===== config.mk =====
export PLATFORM = sky130hd
export DESIGN_NAME = gtu_general_timer_unit
export DESIGN_NICKNAME = d
export VERILOG_FILES = /design/src/include/gtu_pkg.sv /design/src/verilog/gtu_general_timer_unit.sv
export SDC_FILE = /design/constraint.sdc
export NUM_CORES = 1
export LEC_CHECK = 0
export ABC_CLOCK_PERIOD_IN_PS = 9000
export BUFFER_PORTS_ARGS = -buffer_cell sky130_fd_sc_hd__buf_2
export CAP_MARGIN = 20
export CORE_MARGIN = 1
export CORE_UTILIZATION = 45
export CTS_BUF_LIST = sky130_fd_sc_hd__clkbuf_4
export DETAILED_ROUTE_END_ITERATION = 10
export HOLD_SLACK_MARGIN = 0.02
export PLACE_DENSITY = 0.66
export SYNTH_ARGS = -nofsm -noshare
export SYNTH_HDL_FRONTEND = slang
export SYNTH_SLANG_ARGS = --single-unit

===== constraint.sdc =====
create_clock -name mclk_i -period 9 [get_ports mclk_i]
set_clock_uncertainty 0.15 [all_clocks]
set_input_delay 0.9 -clock mclk_i [delete_from_list [all_inputs] [get_ports mclk_i]]
set_output_delay 0.9 -clock mclk_i [all_outputs]
set_load 0.01 [all_outputs]

===== src/include/gtu_pkg.sv =====
// package: constants, register map and types of the general timer unit
package gtu_pkg;

	// ==========================================================
	// register map (word index on the plain register port)
	localparam int          GTU_AW         = 4;
	localparam int          GTU_DW         = 16;
	localparam logic [3:0]  GTU_REG_CTL0   = 4'h0; // core ctl
	localparam logic [3:0]  GTU_REG_VAL0   = 4'h5; // core value
	localparam logic [3:0]  GTU_REG_CAPTURE_RELOAD_REG = 4'ha; // capture_reload_reg
	localparam logic [3:0]  GTU_REG_STAT   = 4'hb; // latches and pins

	// timer slots: ctl at CTL0+slot, value at VAL0+slot
	localparam int          GTU_NT         = 5;
	localparam int          GTU_CORE       = 0; // core_timer
	localparam int          GTU_AUXL       = 1; // aux_timer_low
	localparam int          GTU_AUXH       = 2; // aux_timer_high
	localparam int          GTU_SAUX       = 3; // second_aux_timer
	localparam int          GTU_SCORE      = 4; // second_core_timer

	// ==========================================================
	// core_timer_group control fields
	localparam int          GTU_F_MODE     = 0;  // 2 bits
	localparam int          GTU_F_RUN      = 2;
	localparam int          GTU_F_DOWN     = 3;
	localparam int          GTU_F_DIRPIN   = 4;
	localparam int          GTU_F_PRE      = 5;  // 3 bits
	localparam int          GTU_F_LCLK     = 8;  // aux: clock from latch
	localparam int          GTU_F_ROLE     = 9;  // aux: 2 bits
	localparam int          GTU_F_EDGE     = 11; // 2 bits rise/fall
	localparam int          GTU_F_RLSEL    = 13; // aux: 2 bits
	localparam int          GTU_F_LVL      = 15; // gate level/core out

	// fast_timer_group control fields
	localparam int          GTU_G_EXT      = 0;
	localparam int          GTU_G_RUN      = 1;
	localparam int          GTU_G_DOWN     = 2;
	localparam int          GTU_G_DIRPIN   = 3;
	localparam int          GTU_G_PRE      = 4;  // 3 bits
	localparam int          GTU_G_LCLK     = 7;  // saux: fast latch clock
	localparam int          GTU_G_OUTEN    = 8;  // score: output enable
	localparam int          GTU_G_RLD      = 9;  // score: reload on wrap
	localparam int          GTU_G_CEDGE    = 10; // saux: 2 bits
	localparam int          GTU_G_CLR      = 12; // saux: clear on capture
	localparam int          GTU_G_CSRC     = 13; // saux: 2 bits

	// ==========================================================
	// timing: base step of each group, in system clocks
	localparam logic [11:0] GTU_G1_BASE    = 12'h004;
	localparam logic [11:0] GTU_G2_BASE    = 12'h002;
	localparam logic [15:0] GTU_CTL_RST    = 16'h0000;

	// ==========================================================
	// enumerations
	typedef enum logic [1:0] {
		GTU_M_TIMER = 2'h0,
		GTU_M_GATED = 2'h1,
		GTU_M_COUNT = 2'h2,
		GTU_M_ENC   = 2'h3
	} gtu_mode_t;

	typedef enum logic [1:0] {
		GTU_R_COUNT = 2'h0,
		GTU_R_CAPT  = 2'h1,
		GTU_R_RELD  = 2'h2,
		GTU_R_OFF   = 2'h3
	} gtu_role_t;

	// ==========================================================
	// external pins, all asynchronous to the system clock
	typedef struct packed {
		logic core_in;   // core_count_input
		logic core_dir;  // core_direction_input
		logic auxl_in;
		logic auxl_dir;
		logic auxh_in;
		logic auxh_dir;
		logic saux_in;
		logic saux_dir;
		logic score_in;
		logic score_dir;
		logic cap_in;    // capture_input_pin
	} gtu_pins_t;

	// whole state of the unit
	typedef struct packed {
		logic [GTU_NT-1:0][15:0] cnt;
		logic [GTU_NT-1:0][15:0] ctl;
		logic [15:0]             capture_reload_reg;
		logic                    core_tl;
		logic                    core_tl_p;
		logic                    fast_tl;
		logic                    fast_tl_p;
		logic                    core_out;
		logic                    fast_out;
		logic                    cmp_tick;
		logic [11:0]             div;
		logic [15:0]             rdata;
		gtu_pins_t               s1;
		gtu_pins_t               s2;
		gtu_pins_t               s3;
	} gtu_state_t;

	localparam gtu_state_t  GTU_STATE_RST  = '0;

endpackage


===== src/verilog/gtu_general_timer_unit.sv =====
// general_timer_unit: two timer groups behind a plain register port
//
// The implementer's own choices: the register addresses and strobed register access.
`timescale 1ns/1ps

module gtu_general_timer_unit (
	// clock and reset
	input  wire logic                   mclk_i,
	input  wire logic                   srst_i,
	// register port
	input  wire logic [3:0]             addr_i,
	input  wire logic [15:0]            wdata_i,
	input  wire logic                   wr_i,
	input  wire logic                   rd_i,
	output logic      [15:0]            rdata_o,
	// external pins
	input  wire gtu_pkg::gtu_pins_t     pins_i,
	// outputs
	output logic                        core_toggle_o,
	output logic                        fast_toggle_o,
	output logic                        cmp_tick_o
);

	// ==========================================================
	// helpers

	// one count step; wrap reported both ways
	// the wrap flag comes from the old value, so a reload or a
	// latch flip decided in the same cycle still sees the event
	function automatic logic [16:0] step(input logic [15:0] v,
			input logic dn);
		logic wrap;
		logic [15:0] nv;
		wrap = dn ? (v == 16'h0000) : (v == 16'hffff);
		nv = dn ? (v - 16'h0001) : (v + 16'h0001);
		return {wrap, nv};
	endfunction

	// edge match: sel[0] rising, sel[1] falling
	// both bits set give either edge; zero never matches, which
	// is how an unused trigger is switched off
	function automatic logic hit(input logic now, input logic old,
			input logic [1:0] sel);
		return (sel[0] & now & ~old) | (sel[1] & ~now & old);
	endfunction

	// prescaler tap: base times two to the pre
	// all low bits of the free divider set: one cycle in each
	// period, so every timer of a group steps on the same phase
	// and the finest step is the group's base
	function automatic logic tap(input logic [11:0] dv,
			input logic [11:0] base, input logic [2:0] pre);
		logic [11:0] m;
		m = (base << pre) - 12'h001;
		return (dv & m) == m;
	endfunction

	// ==========================================================
	// state
	// every counter, control word, latch and pin stage sits in one
	// packed struct; the comb process fills st_d, one flop set holds it
	gtu_pkg::gtu_state_t st_q;  // registered state
	gtu_pkg::gtu_state_t st_d;  // next state

	logic [2:0][0:0]     pin_n; // synced timer input, now
	logic [2:0][0:0]     pin_o; // synced timer input, previous
	logic [2:0][0:0]     dir_n; // synced direction, now
	logic [2:0][0:0]     dir_o; // synced direction, previous

	// ==========================================================
	// pin views of the first group, from synced stages only
	// index 0 is the core timer, 1 and 2 the aux timers; now is
	// the second stage, previous the third, so an edge shows for
	// exactly one cycle
	always_comb begin
		pin_n[0] = st_q.s2.core_in;
		pin_o[0] = st_q.s3.core_in;
		dir_n[0] = st_q.s2.core_dir;
		dir_o[0] = st_q.s3.core_dir;
		pin_n[1] = st_q.s2.auxl_in;
		pin_o[1] = st_q.s3.auxl_in;
		dir_n[1] = st_q.s2.auxl_dir;
		dir_o[1] = st_q.s3.auxl_dir;
		pin_n[2] = st_q.s2.auxh_in;
		pin_o[2] = st_q.s3.auxh_in;
		dir_n[2] = st_q.s2.auxh_dir;
		dir_o[2] = st_q.s3.auxh_dir;
	end

	// ==========================================================
	// next-state logic
	always_comb begin
		logic [15:0]         c;     // control word of a timer
		gtu_pkg::gtu_mode_t  md;    // mode of a timer
		gtu_pkg::gtu_role_t  rl;    // role of an aux timer
		logic                ev;    // count event
		logic                dn;    // count down
		logic [16:0]         r;     // step result
		logic                trg;   // reload trigger
		logic                crise; // core latch rose
		logic                cfall; // core latch fell
		logic                ftog;  // fast latch toggled
		logic                cap;   // second group capture
		logic [15:0]         rv;    // read value

		c = '0;
		md = gtu_pkg::GTU_M_TIMER;
		rl = gtu_pkg::GTU_R_COUNT;
		ev = 1'b0;
		dn = 1'b0;
		r = '0;
		trg = 1'b0;
		cap = 1'b0;
		rv = '0;
		crise = 1'b0;
		cfall = 1'b0;
		ftog = 1'b0;
		st_d = st_q;

		// synchronisers: first stage feeds only the second
		// a pin may change next to the clock edge; stage one may then
		// settle late, so no logic but stage two ever looks at it
		st_d.s1 = pins_i;
		st_d.s2 = st_q.s1;
		st_d.s3 = st_q.s2;
		st_d.div = st_q.div + 12'h001;
		st_d.core_tl_p = st_q.core_tl;
		st_d.fast_tl_p = st_q.fast_tl;
		st_d.cmp_tick = 1'b0;
		crise = st_q.core_tl & ~st_q.core_tl_p;
		cfall = ~st_q.core_tl & st_q.core_tl_p;
		ftog = st_q.fast_tl ^ st_q.fast_tl_p;

		// ------------------------------------------------------
		// first group: counting of core and aux timers
		// the aux timers share this loop; a capture or reload role
		// freezes the count, the role loop below then owns the value
		for (int i = 0; i < 3; i++) begin
			c = st_q.ctl[i];
			md = gtu_pkg::gtu_mode_t'(c[gtu_pkg::GTU_F_MODE +: 2]);
			rl = (i == gtu_pkg::GTU_CORE) ? gtu_pkg::GTU_R_COUNT :
				gtu_pkg::gtu_role_t'(c[gtu_pkg::GTU_F_ROLE +: 2]);
			case (md)
				// prescaled clock, at least 4 clocks a step
				gtu_pkg::GTU_M_TIMER: begin
					ev = tap(st_q.div, gtu_pkg::GTU_G1_BASE,
						c[gtu_pkg::GTU_F_PRE +: 3]);
				end
				// prescaled clock while gate at its level
				gtu_pkg::GTU_M_GATED: begin
					ev = tap(st_q.div, gtu_pkg::GTU_G1_BASE,
						c[gtu_pkg::GTU_F_PRE +: 3]) &
						(pin_n[i] == c[gtu_pkg::GTU_F_LVL]);
				end
				// pin edges, or core latch edges for aux
				gtu_pkg::GTU_M_COUNT: begin
					if (i != gtu_pkg::GTU_CORE &&
							c[gtu_pkg::GTU_F_LCLK]) begin
						ev = hit(st_q.core_tl, st_q.core_tl_p,
							c[gtu_pkg::GTU_F_EDGE +: 2]);
					end else begin
						ev = hit(pin_n[i], pin_o[i],
							c[gtu_pkg::GTU_F_EDGE +: 2]);
					end
				end
				// any edge of A or B
				// one count per edge gives four counts per
				// sensor line period
				gtu_pkg::GTU_M_ENC: begin
					ev = (pin_n[i] != pin_o[i]) |
						(dir_n[i] != dir_o[i]);
				end
				default: begin
					ev = 1'b0;
				end
			endcase
			if (md == gtu_pkg::GTU_M_ENC) begin
				// A now against B before: up when they differ
				dn = ~(pin_n[i] ^ dir_o[i]);
			end else begin
				dn = c[gtu_pkg::GTU_F_DOWN] ^
					(c[gtu_pkg::GTU_F_DIRPIN] & dir_n[i]);
			end
			// capture and reload roles hold the count
			if (c[gtu_pkg::GTU_F_RUN] && ev &&
					rl == gtu_pkg::GTU_R_COUNT) begin
				r = step(st_q.cnt[i], dn);
				st_d.cnt[i] = r[15:0];
				if (i == gtu_pkg::GTU_CORE && r[16]) begin
					st_d.core_tl = ~st_q.core_tl;
				end
			end
		end

		// ------------------------------------------------------
		// first group: capture and reload roles of aux timers
		// the high aux timer runs second, so if both reload the core
		// in one cycle its value is the one that lands
		for (int i = 1; i < 3; i++) begin
			c = st_q.ctl[i];
			rl = gtu_pkg::gtu_role_t'(c[gtu_pkg::GTU_F_ROLE +: 2]);
			case (rl)
				// latch core value on the chosen pin edge
				gtu_pkg::GTU_R_CAPT: begin
					if (hit(pin_n[i], pin_o[i],
							c[gtu_pkg::GTU_F_EDGE +: 2])) begin
						st_d.cnt[i] = st_q.cnt[gtu_pkg::GTU_CORE];
					end
				end
				// load core from pin edge or latch transition
				gtu_pkg::GTU_R_RELD: begin
					case (c[gtu_pkg::GTU_F_RLSEL +: 2])
						2'h1: trg = crise;
						2'h2: trg = cfall;
						2'h3: trg = crise | cfall;
						default: trg = hit(pin_n[i], pin_o[i],
							c[gtu_pkg::GTU_F_EDGE +: 2]);
					endcase
					// low one on one edge, high one on the
					// other: the core then runs a PWM alone
					if (trg) begin
						st_d.cnt[gtu_pkg::GTU_CORE] =
							st_q.cnt[i];
					end
				end
				default: begin
					trg = 1'b0;
				end
			endcase
		end
		// latch onto the pin only when enabled
		st_d.core_out = st_d.core_tl &
			st_q.ctl[gtu_pkg::GTU_CORE][gtu_pkg::GTU_F_LVL];

		// ------------------------------------------------------
		// second group: second core timer
		// a wrap flips the fast latch and ticks the compare array for
		// one cycle; with reload on, the capture register refills it
		c = st_q.ctl[gtu_pkg::GTU_SCORE];
		ev = c[gtu_pkg::GTU_G_EXT] ?
			(st_q.s2.score_in & ~st_q.s3.score_in) :
			tap(st_q.div, gtu_pkg::GTU_G2_BASE,
				c[gtu_pkg::GTU_G_PRE +: 3]);
		dn = c[gtu_pkg::GTU_G_DOWN] ^
			(c[gtu_pkg::GTU_G_DIRPIN] & st_q.s2.score_dir);
		if (c[gtu_pkg::GTU_G_RUN] && ev) begin
			r = step(st_q.cnt[gtu_pkg::GTU_SCORE], dn);
			st_d.cnt[gtu_pkg::GTU_SCORE] = r[15:0];
			if (r[16]) begin
				st_d.fast_tl = ~st_q.fast_tl;
				st_d.cmp_tick = 1'b1;
				if (c[gtu_pkg::GTU_G_RLD]) begin
					st_d.cnt[gtu_pkg::GTU_SCORE] =
						st_q.capture_reload_reg;
				end
			end
		end
		st_d.fast_out = st_d.fast_tl & c[gtu_pkg::GTU_G_OUTEN];

		// ------------------------------------------------------
		// second group: second aux timer
		// clocked by the fast latch, its own pin or the prescaler,
		// in that order of precedence
		c = st_q.ctl[gtu_pkg::GTU_SAUX];
		if (c[gtu_pkg::GTU_G_LCLK]) begin
			ev = ftog;
		end else if (c[gtu_pkg::GTU_G_EXT]) begin
			ev = st_q.s2.saux_in & ~st_q.s3.saux_in;
		end else begin
			ev = tap(st_q.div, gtu_pkg::GTU_G2_BASE,
				c[gtu_pkg::GTU_G_PRE +: 3]);
		end
		dn = c[gtu_pkg::GTU_G_DOWN] ^
			(c[gtu_pkg::GTU_G_DIRPIN] & st_q.s2.saux_dir);
		if (c[gtu_pkg::GTU_G_RUN] && ev) begin
			r = step(st_q.cnt[gtu_pkg::GTU_SAUX], dn);
			st_d.cnt[gtu_pkg::GTU_SAUX] = r[15:0];
		end
		// capture source: pin, core count or direction input
		// the core pins are read from the same synchroniser as the
		// core timer, so both see one edge on the same cycle
		case (c[gtu_pkg::GTU_G_CSRC +: 2])
			2'h1: cap = hit(st_q.s2.core_in, st_q.s3.core_in,
				c[gtu_pkg::GTU_G_CEDGE +: 2]);
			2'h2: cap = hit(st_q.s2.core_dir, st_q.s3.core_dir,
				c[gtu_pkg::GTU_G_CEDGE +: 2]);
			2'h3: cap = hit(st_q.s2.core_in, st_q.s3.core_in,
				c[gtu_pkg::GTU_G_CEDGE +: 2]) |
				hit(st_q.s2.core_dir, st_q.s3.core_dir,
				c[gtu_pkg::GTU_G_CEDGE +: 2]);
			default: cap = hit(st_q.s2.cap_in, st_q.s3.cap_in,
				c[gtu_pkg::GTU_G_CEDGE +: 2]);
		endcase
		if (cap) begin
			st_d.capture_reload_reg = st_q.cnt[gtu_pkg::GTU_SAUX];
			if (c[gtu_pkg::GTU_G_CLR]) begin
				st_d.cnt[gtu_pkg::GTU_SAUX] = '0;
			end
		end

		// ------------------------------------------------------
		// register writes win over all hardware updates
		// map: 0..4 controls, 5..9 values, 0xa capture register;
		// the status word and 0xc..0xf ignore writes
		if (wr_i) begin
			if (addr_i < gtu_pkg::GTU_REG_VAL0) begin
				st_d.ctl[3'(addr_i - gtu_pkg::GTU_REG_CTL0)] = wdata_i;
			end else if (addr_i < gtu_pkg::GTU_REG_CAPTURE_RELOAD_REG) begin
				st_d.cnt[3'(addr_i - gtu_pkg::GTU_REG_VAL0)] = wdata_i;
			end else if (addr_i == gtu_pkg::GTU_REG_CAPTURE_RELOAD_REG) begin
				st_d.capture_reload_reg = wdata_i;
			end
		end

		// ------------------------------------------------------
		// read data one cycle after the strobe, zero otherwise
		// zero outside a read keeps rdata_o quiet for a bus that ORs
		// several slaves together
		if (addr_i < gtu_pkg::GTU_REG_VAL0) begin
			rv = st_q.ctl[3'(addr_i - gtu_pkg::GTU_REG_CTL0)];
		end else if (addr_i < gtu_pkg::GTU_REG_CAPTURE_RELOAD_REG) begin
			rv = st_q.cnt[3'(addr_i - gtu_pkg::GTU_REG_VAL0)];
		end else if (addr_i == gtu_pkg::GTU_REG_CAPTURE_RELOAD_REG) begin
			rv = st_q.capture_reload_reg;
		end else if (addr_i == gtu_pkg::GTU_REG_STAT) begin
			rv = {3'h0, st_q.fast_tl, st_q.core_tl, 11'(st_q.s2)};
		end else begin
			rv = '0;
		end
		st_d.rdata = rd_i ? rv : 16'h0000;
	end

	// ==========================================================
	// state register, synchronous reset
	// reset clears the divider as well, so prescaler phases restart
	// from the same point after every reset
	always_ff @(posedge mclk_i) begin
		if (srst_i) begin
			st_q <= gtu_pkg::GTU_STATE_RST;
		end else begin
			st_q <= st_d;
		end
	end

	// ==========================================================
	// outputs straight from flip-flops
	// the toggle outputs are already gated by their enables in the
	// next-state logic, so the pins never glitch
	assign rdata_o       = st_q.rdata;
	assign core_toggle_o = st_q.core_out;
	assign fast_toggle_o = st_q.fast_out;
	assign cmp_tick_o    = st_q.cmp_tick;

endmodule


==> metrics.csv <==
stage,metric,value,unit
run_status,status,"complete, no violations",
clock_tree,ctsHoldBuffers,0,
place,dpl_cell_area,16000,sq um
place,portBuffers,53,
yosys,synthCells,1943,
sta,tightestPinTransition,1110,ps
power,powerDensity,139,nW/um^2
sta,max_freq,0.231,GHz
power,irDropWorstVdd,83.5,uV
grt,grt_pass1_wl,81800,um
sta,hold_viol_final,0,
grt,grt_overflow,0,
routing,drt_wl_total,53700,um
place,dp.cells,2316,
yosys,synth_ff_type,dfxtp_1,
sta,min_period,4320,ps
power,switchingPower,656,uW
worst_setup_path,cp.required,9490,ps
final_layout,fin_cells,2435,
routing,firstDrtPassIters,6,
yosys,syn-num-nets,2058,
worst_setup_path,crit_path_max_fanout,15,
floorplan,fp.coreArea,33800,sq um
place,gp_congestion,0.962,
final_layout,nNetsFinal,2059,
power,finalPower,2.35,mW
clock_tree,clk_pin_slew,70,ps
power,seqPwrFrac,47.2,%
yosys,synthArstFlopShare,0,%
power,leakagePower,6.70,nW
worst_hold_path,hold_class,in -> reg,
clock_tree,cts_max_level,3,
worst_setup_path,critical_path_arrival,4810,ps
clock_tree,clkSinkCount,239,
power,pwr-share-comb,8.8,%
grt,grtUsageTotal,29.9,%
sta,rsz0062_at_grt,false,
yosys,ys_types,80,
flow_run,maxCapViolations,0,
routing,drtIter0Drc,1555,
floorplan,die-area,35400,sq um
floorplan,initial_core_util,46.2,%
routing,drt_drc_violations_left,0,
grt,grt_pass1_vias,13961,
floorplan,rows,67,
clock_tree,cts_buffers,68,
yosys,ys_ff_latch,239,
clock_tree,cts.path.max_buffers,3,
final_layout,fin_area,16900,sq um
power,clkPwrFrac,44.1,%
worst_setup_path,crit_path_end_kind,flop,
yosys,seq_area_frac_synth,30.7,%
sta,maxSlewHeadroom,26.1,%
clock_tree,post_cts_buffers,0,
sta,setup_tns,0,ps
worst_setup_path,cp-start-kind,flop,
grt,antenna_found_initial,1,
yosys,synth-edff-count,0,
clock_tree,ctsResizeCount,0,
power,p_int,1.69,mW
final_layout,drive_gt1_share,10.9,%
yosys,ys_warn_count,0,
yosys,syn_area_per_cell,8.02,sq um
routing,ant_nets,0,
floorplan,die_width,188,um
sta,setup_viol,0,
floorplan,die_h,188,um
sta,fin_crit_sh,48.0,%
floorplan,ios,54,
clock_tree,clk_latency,730,ps
final_layout,syn_to_final_growth,8.31,%
clock_tree,cts_tree,built,
yosys,synth_area,15600,sq um
power,p_sw_share,27.9,%
routing,via_count,15109,
sta,maxSlewViolCount,0,
routing,vias_per_cell,6.20,
routing,wl_per_cell,22.0,um
clock_tree,cts_root_buf,clkbuf_4,
grt,grt_max_degree,87,
place,place_hpwl,37500,um
worst_setup_path,critical_path_class,reg -> reg,
==> kinds of logic (layout without fill, tap and decap cells) <==
family / after synthesis / in the layout / synth area share, %
AOI/OAI and AO/OA: 528 / 528 / 22.1
xor gates and xnor gates: 87 / 87 / 4.89
adders and majority gates: 80 / 80 / 6.66
buffers and inverters: 175 / 217 / 4.90
DFF: 239 / 239 / 30.7
muxes: 152 / 152 / 10.2
other: 0 / 2 / 0
and+or+nand+nor: 682 / 682 / 20.6
==> power by group through the flow <==
| stage | Clock [mW] | Sequential, mW | Combinational, mW |
|---|---|---|---|
| floorplan | 0 | 1.12 | 0.142 |
| global placement | 0 | 1.13 | 0.195 |
| detailed placement | 0 | 1.13 | 0.198 |
| CTS | 1.05 | 1.11 | 0.199 |
| global route | 1.11 | 1.11 | 0.219 |
| finish | 1.04 | 1.11 | 0.206 |
==> worst paths after layout <==
kind                  start        end  slack [ps]  depth (start not counted)
hold / removal    pins_i[9]   st_d[20]         260                          2
setup / recovery   dir_n[0]  st_q[177]        4680                         14
setup reg to reg   dir_n[0]  st_q[177]        4680                         14
hold reg to reg    st_d[15]    st_d[4]         290                          1
==> worst max-delay path: stages (launching register included) <==
cell and delay, ps:
dfxtp_1 490, nand2_1 110, xor2_1 160, mux2_2 390, inv_1 480, ha_1 410, and2_1 200, a22o_1 220
a311oi_2 320, a22oi_1 180, a41oi_1 360, o41ai_1 150, o31ai_1 300, a21oi_1 130, nor3_1 200
==> placed cells by master, fill, tap and decap left out, types with 51 or more instances in the layout <==
cell type and instances:
nor2_1 210, a211oi_1 107, mux2i_1 146, ha_1 75
clkbuf_4 97, nand2_1 204, dfxtp_1 239, nor3_1 56
o21ai_0 58, buf_2 52, xnor2_1 51, a21oi_1 160
==> area by class of cell <==
class	instances	area (sq um)
clock buffer	97	728
timing repair buffer	74	472
inverter	32	120
multi-input combinational	1529	10100
sequential	239	4780
clock inverter	14	118
tap	448	561
fill	3295	16900
antenna	2	5.00
==> Yosys cell counts (all sizes together), types with 5 or more instances <==
master	instances	area (sq um)
o22ai	32	200
mux2i	146	1460
xnor2	51	447
and3	7	43.8
o21a	8	60.1
clkbuf	87	327
or3	20	125
xor2	36	315
nand2	204	766
inv	32	120
o21ai	70	350
buf	56	317
fa	5	100
mux4	5	113
nand3b	12	93.8
nor2b	51	327
a211oi	110	841
nor4	13	87.6
and3b	6	52.6
o21bai	11	82.6
nand2b	19	119
dfxtp	239	4780
and2	8	50.1
a221o	5	50.1
a31oi	26	169
nor2	212	798
a21o	20	150
ha	75	938
a2111oi	7	61.3
a21oi	160	801
nor3	59	300
nor3b	5	37.5
o31ai	9	67.6
o211ai	13	97.6
a22oi	12	90.1
or2	5	31.3
nand4	13	81.3
a311oi	6	58.8
nand3	35	180
a22o	5	43.8
==> per-stage QoR <==
| step | hold WS, ps | util [%] | setup WS [ps] |
|---|---|---|---|
| 6_report | 260 | 50.0 | 4680 |
| 5_1_grt | 233 | 50.0 | 4470 |
| 4_1_cts | 228 | 49.7 | 4720 |
| 3_5_place_dp | 275 | 47.2 | 4430 |
| 3_3_place_gp | 270 | 47.2 | 4490 |
| 2_1_floorplan | 264 | - | 5340 |
==> metal layers <==
metal  share of wire, %  vias to the layer above  track usage [%]  routed length (um)
li1                   -                     7084                -                   -
met2                 44                      730             45.9               23400
met1                 43                     7140             40.8               23100
met4                4.1                        0             12.2                2200
met3                9.2                      155             5.88                4920
met5                  0                        -                0                   0
(Power assumes the default switching activity.)
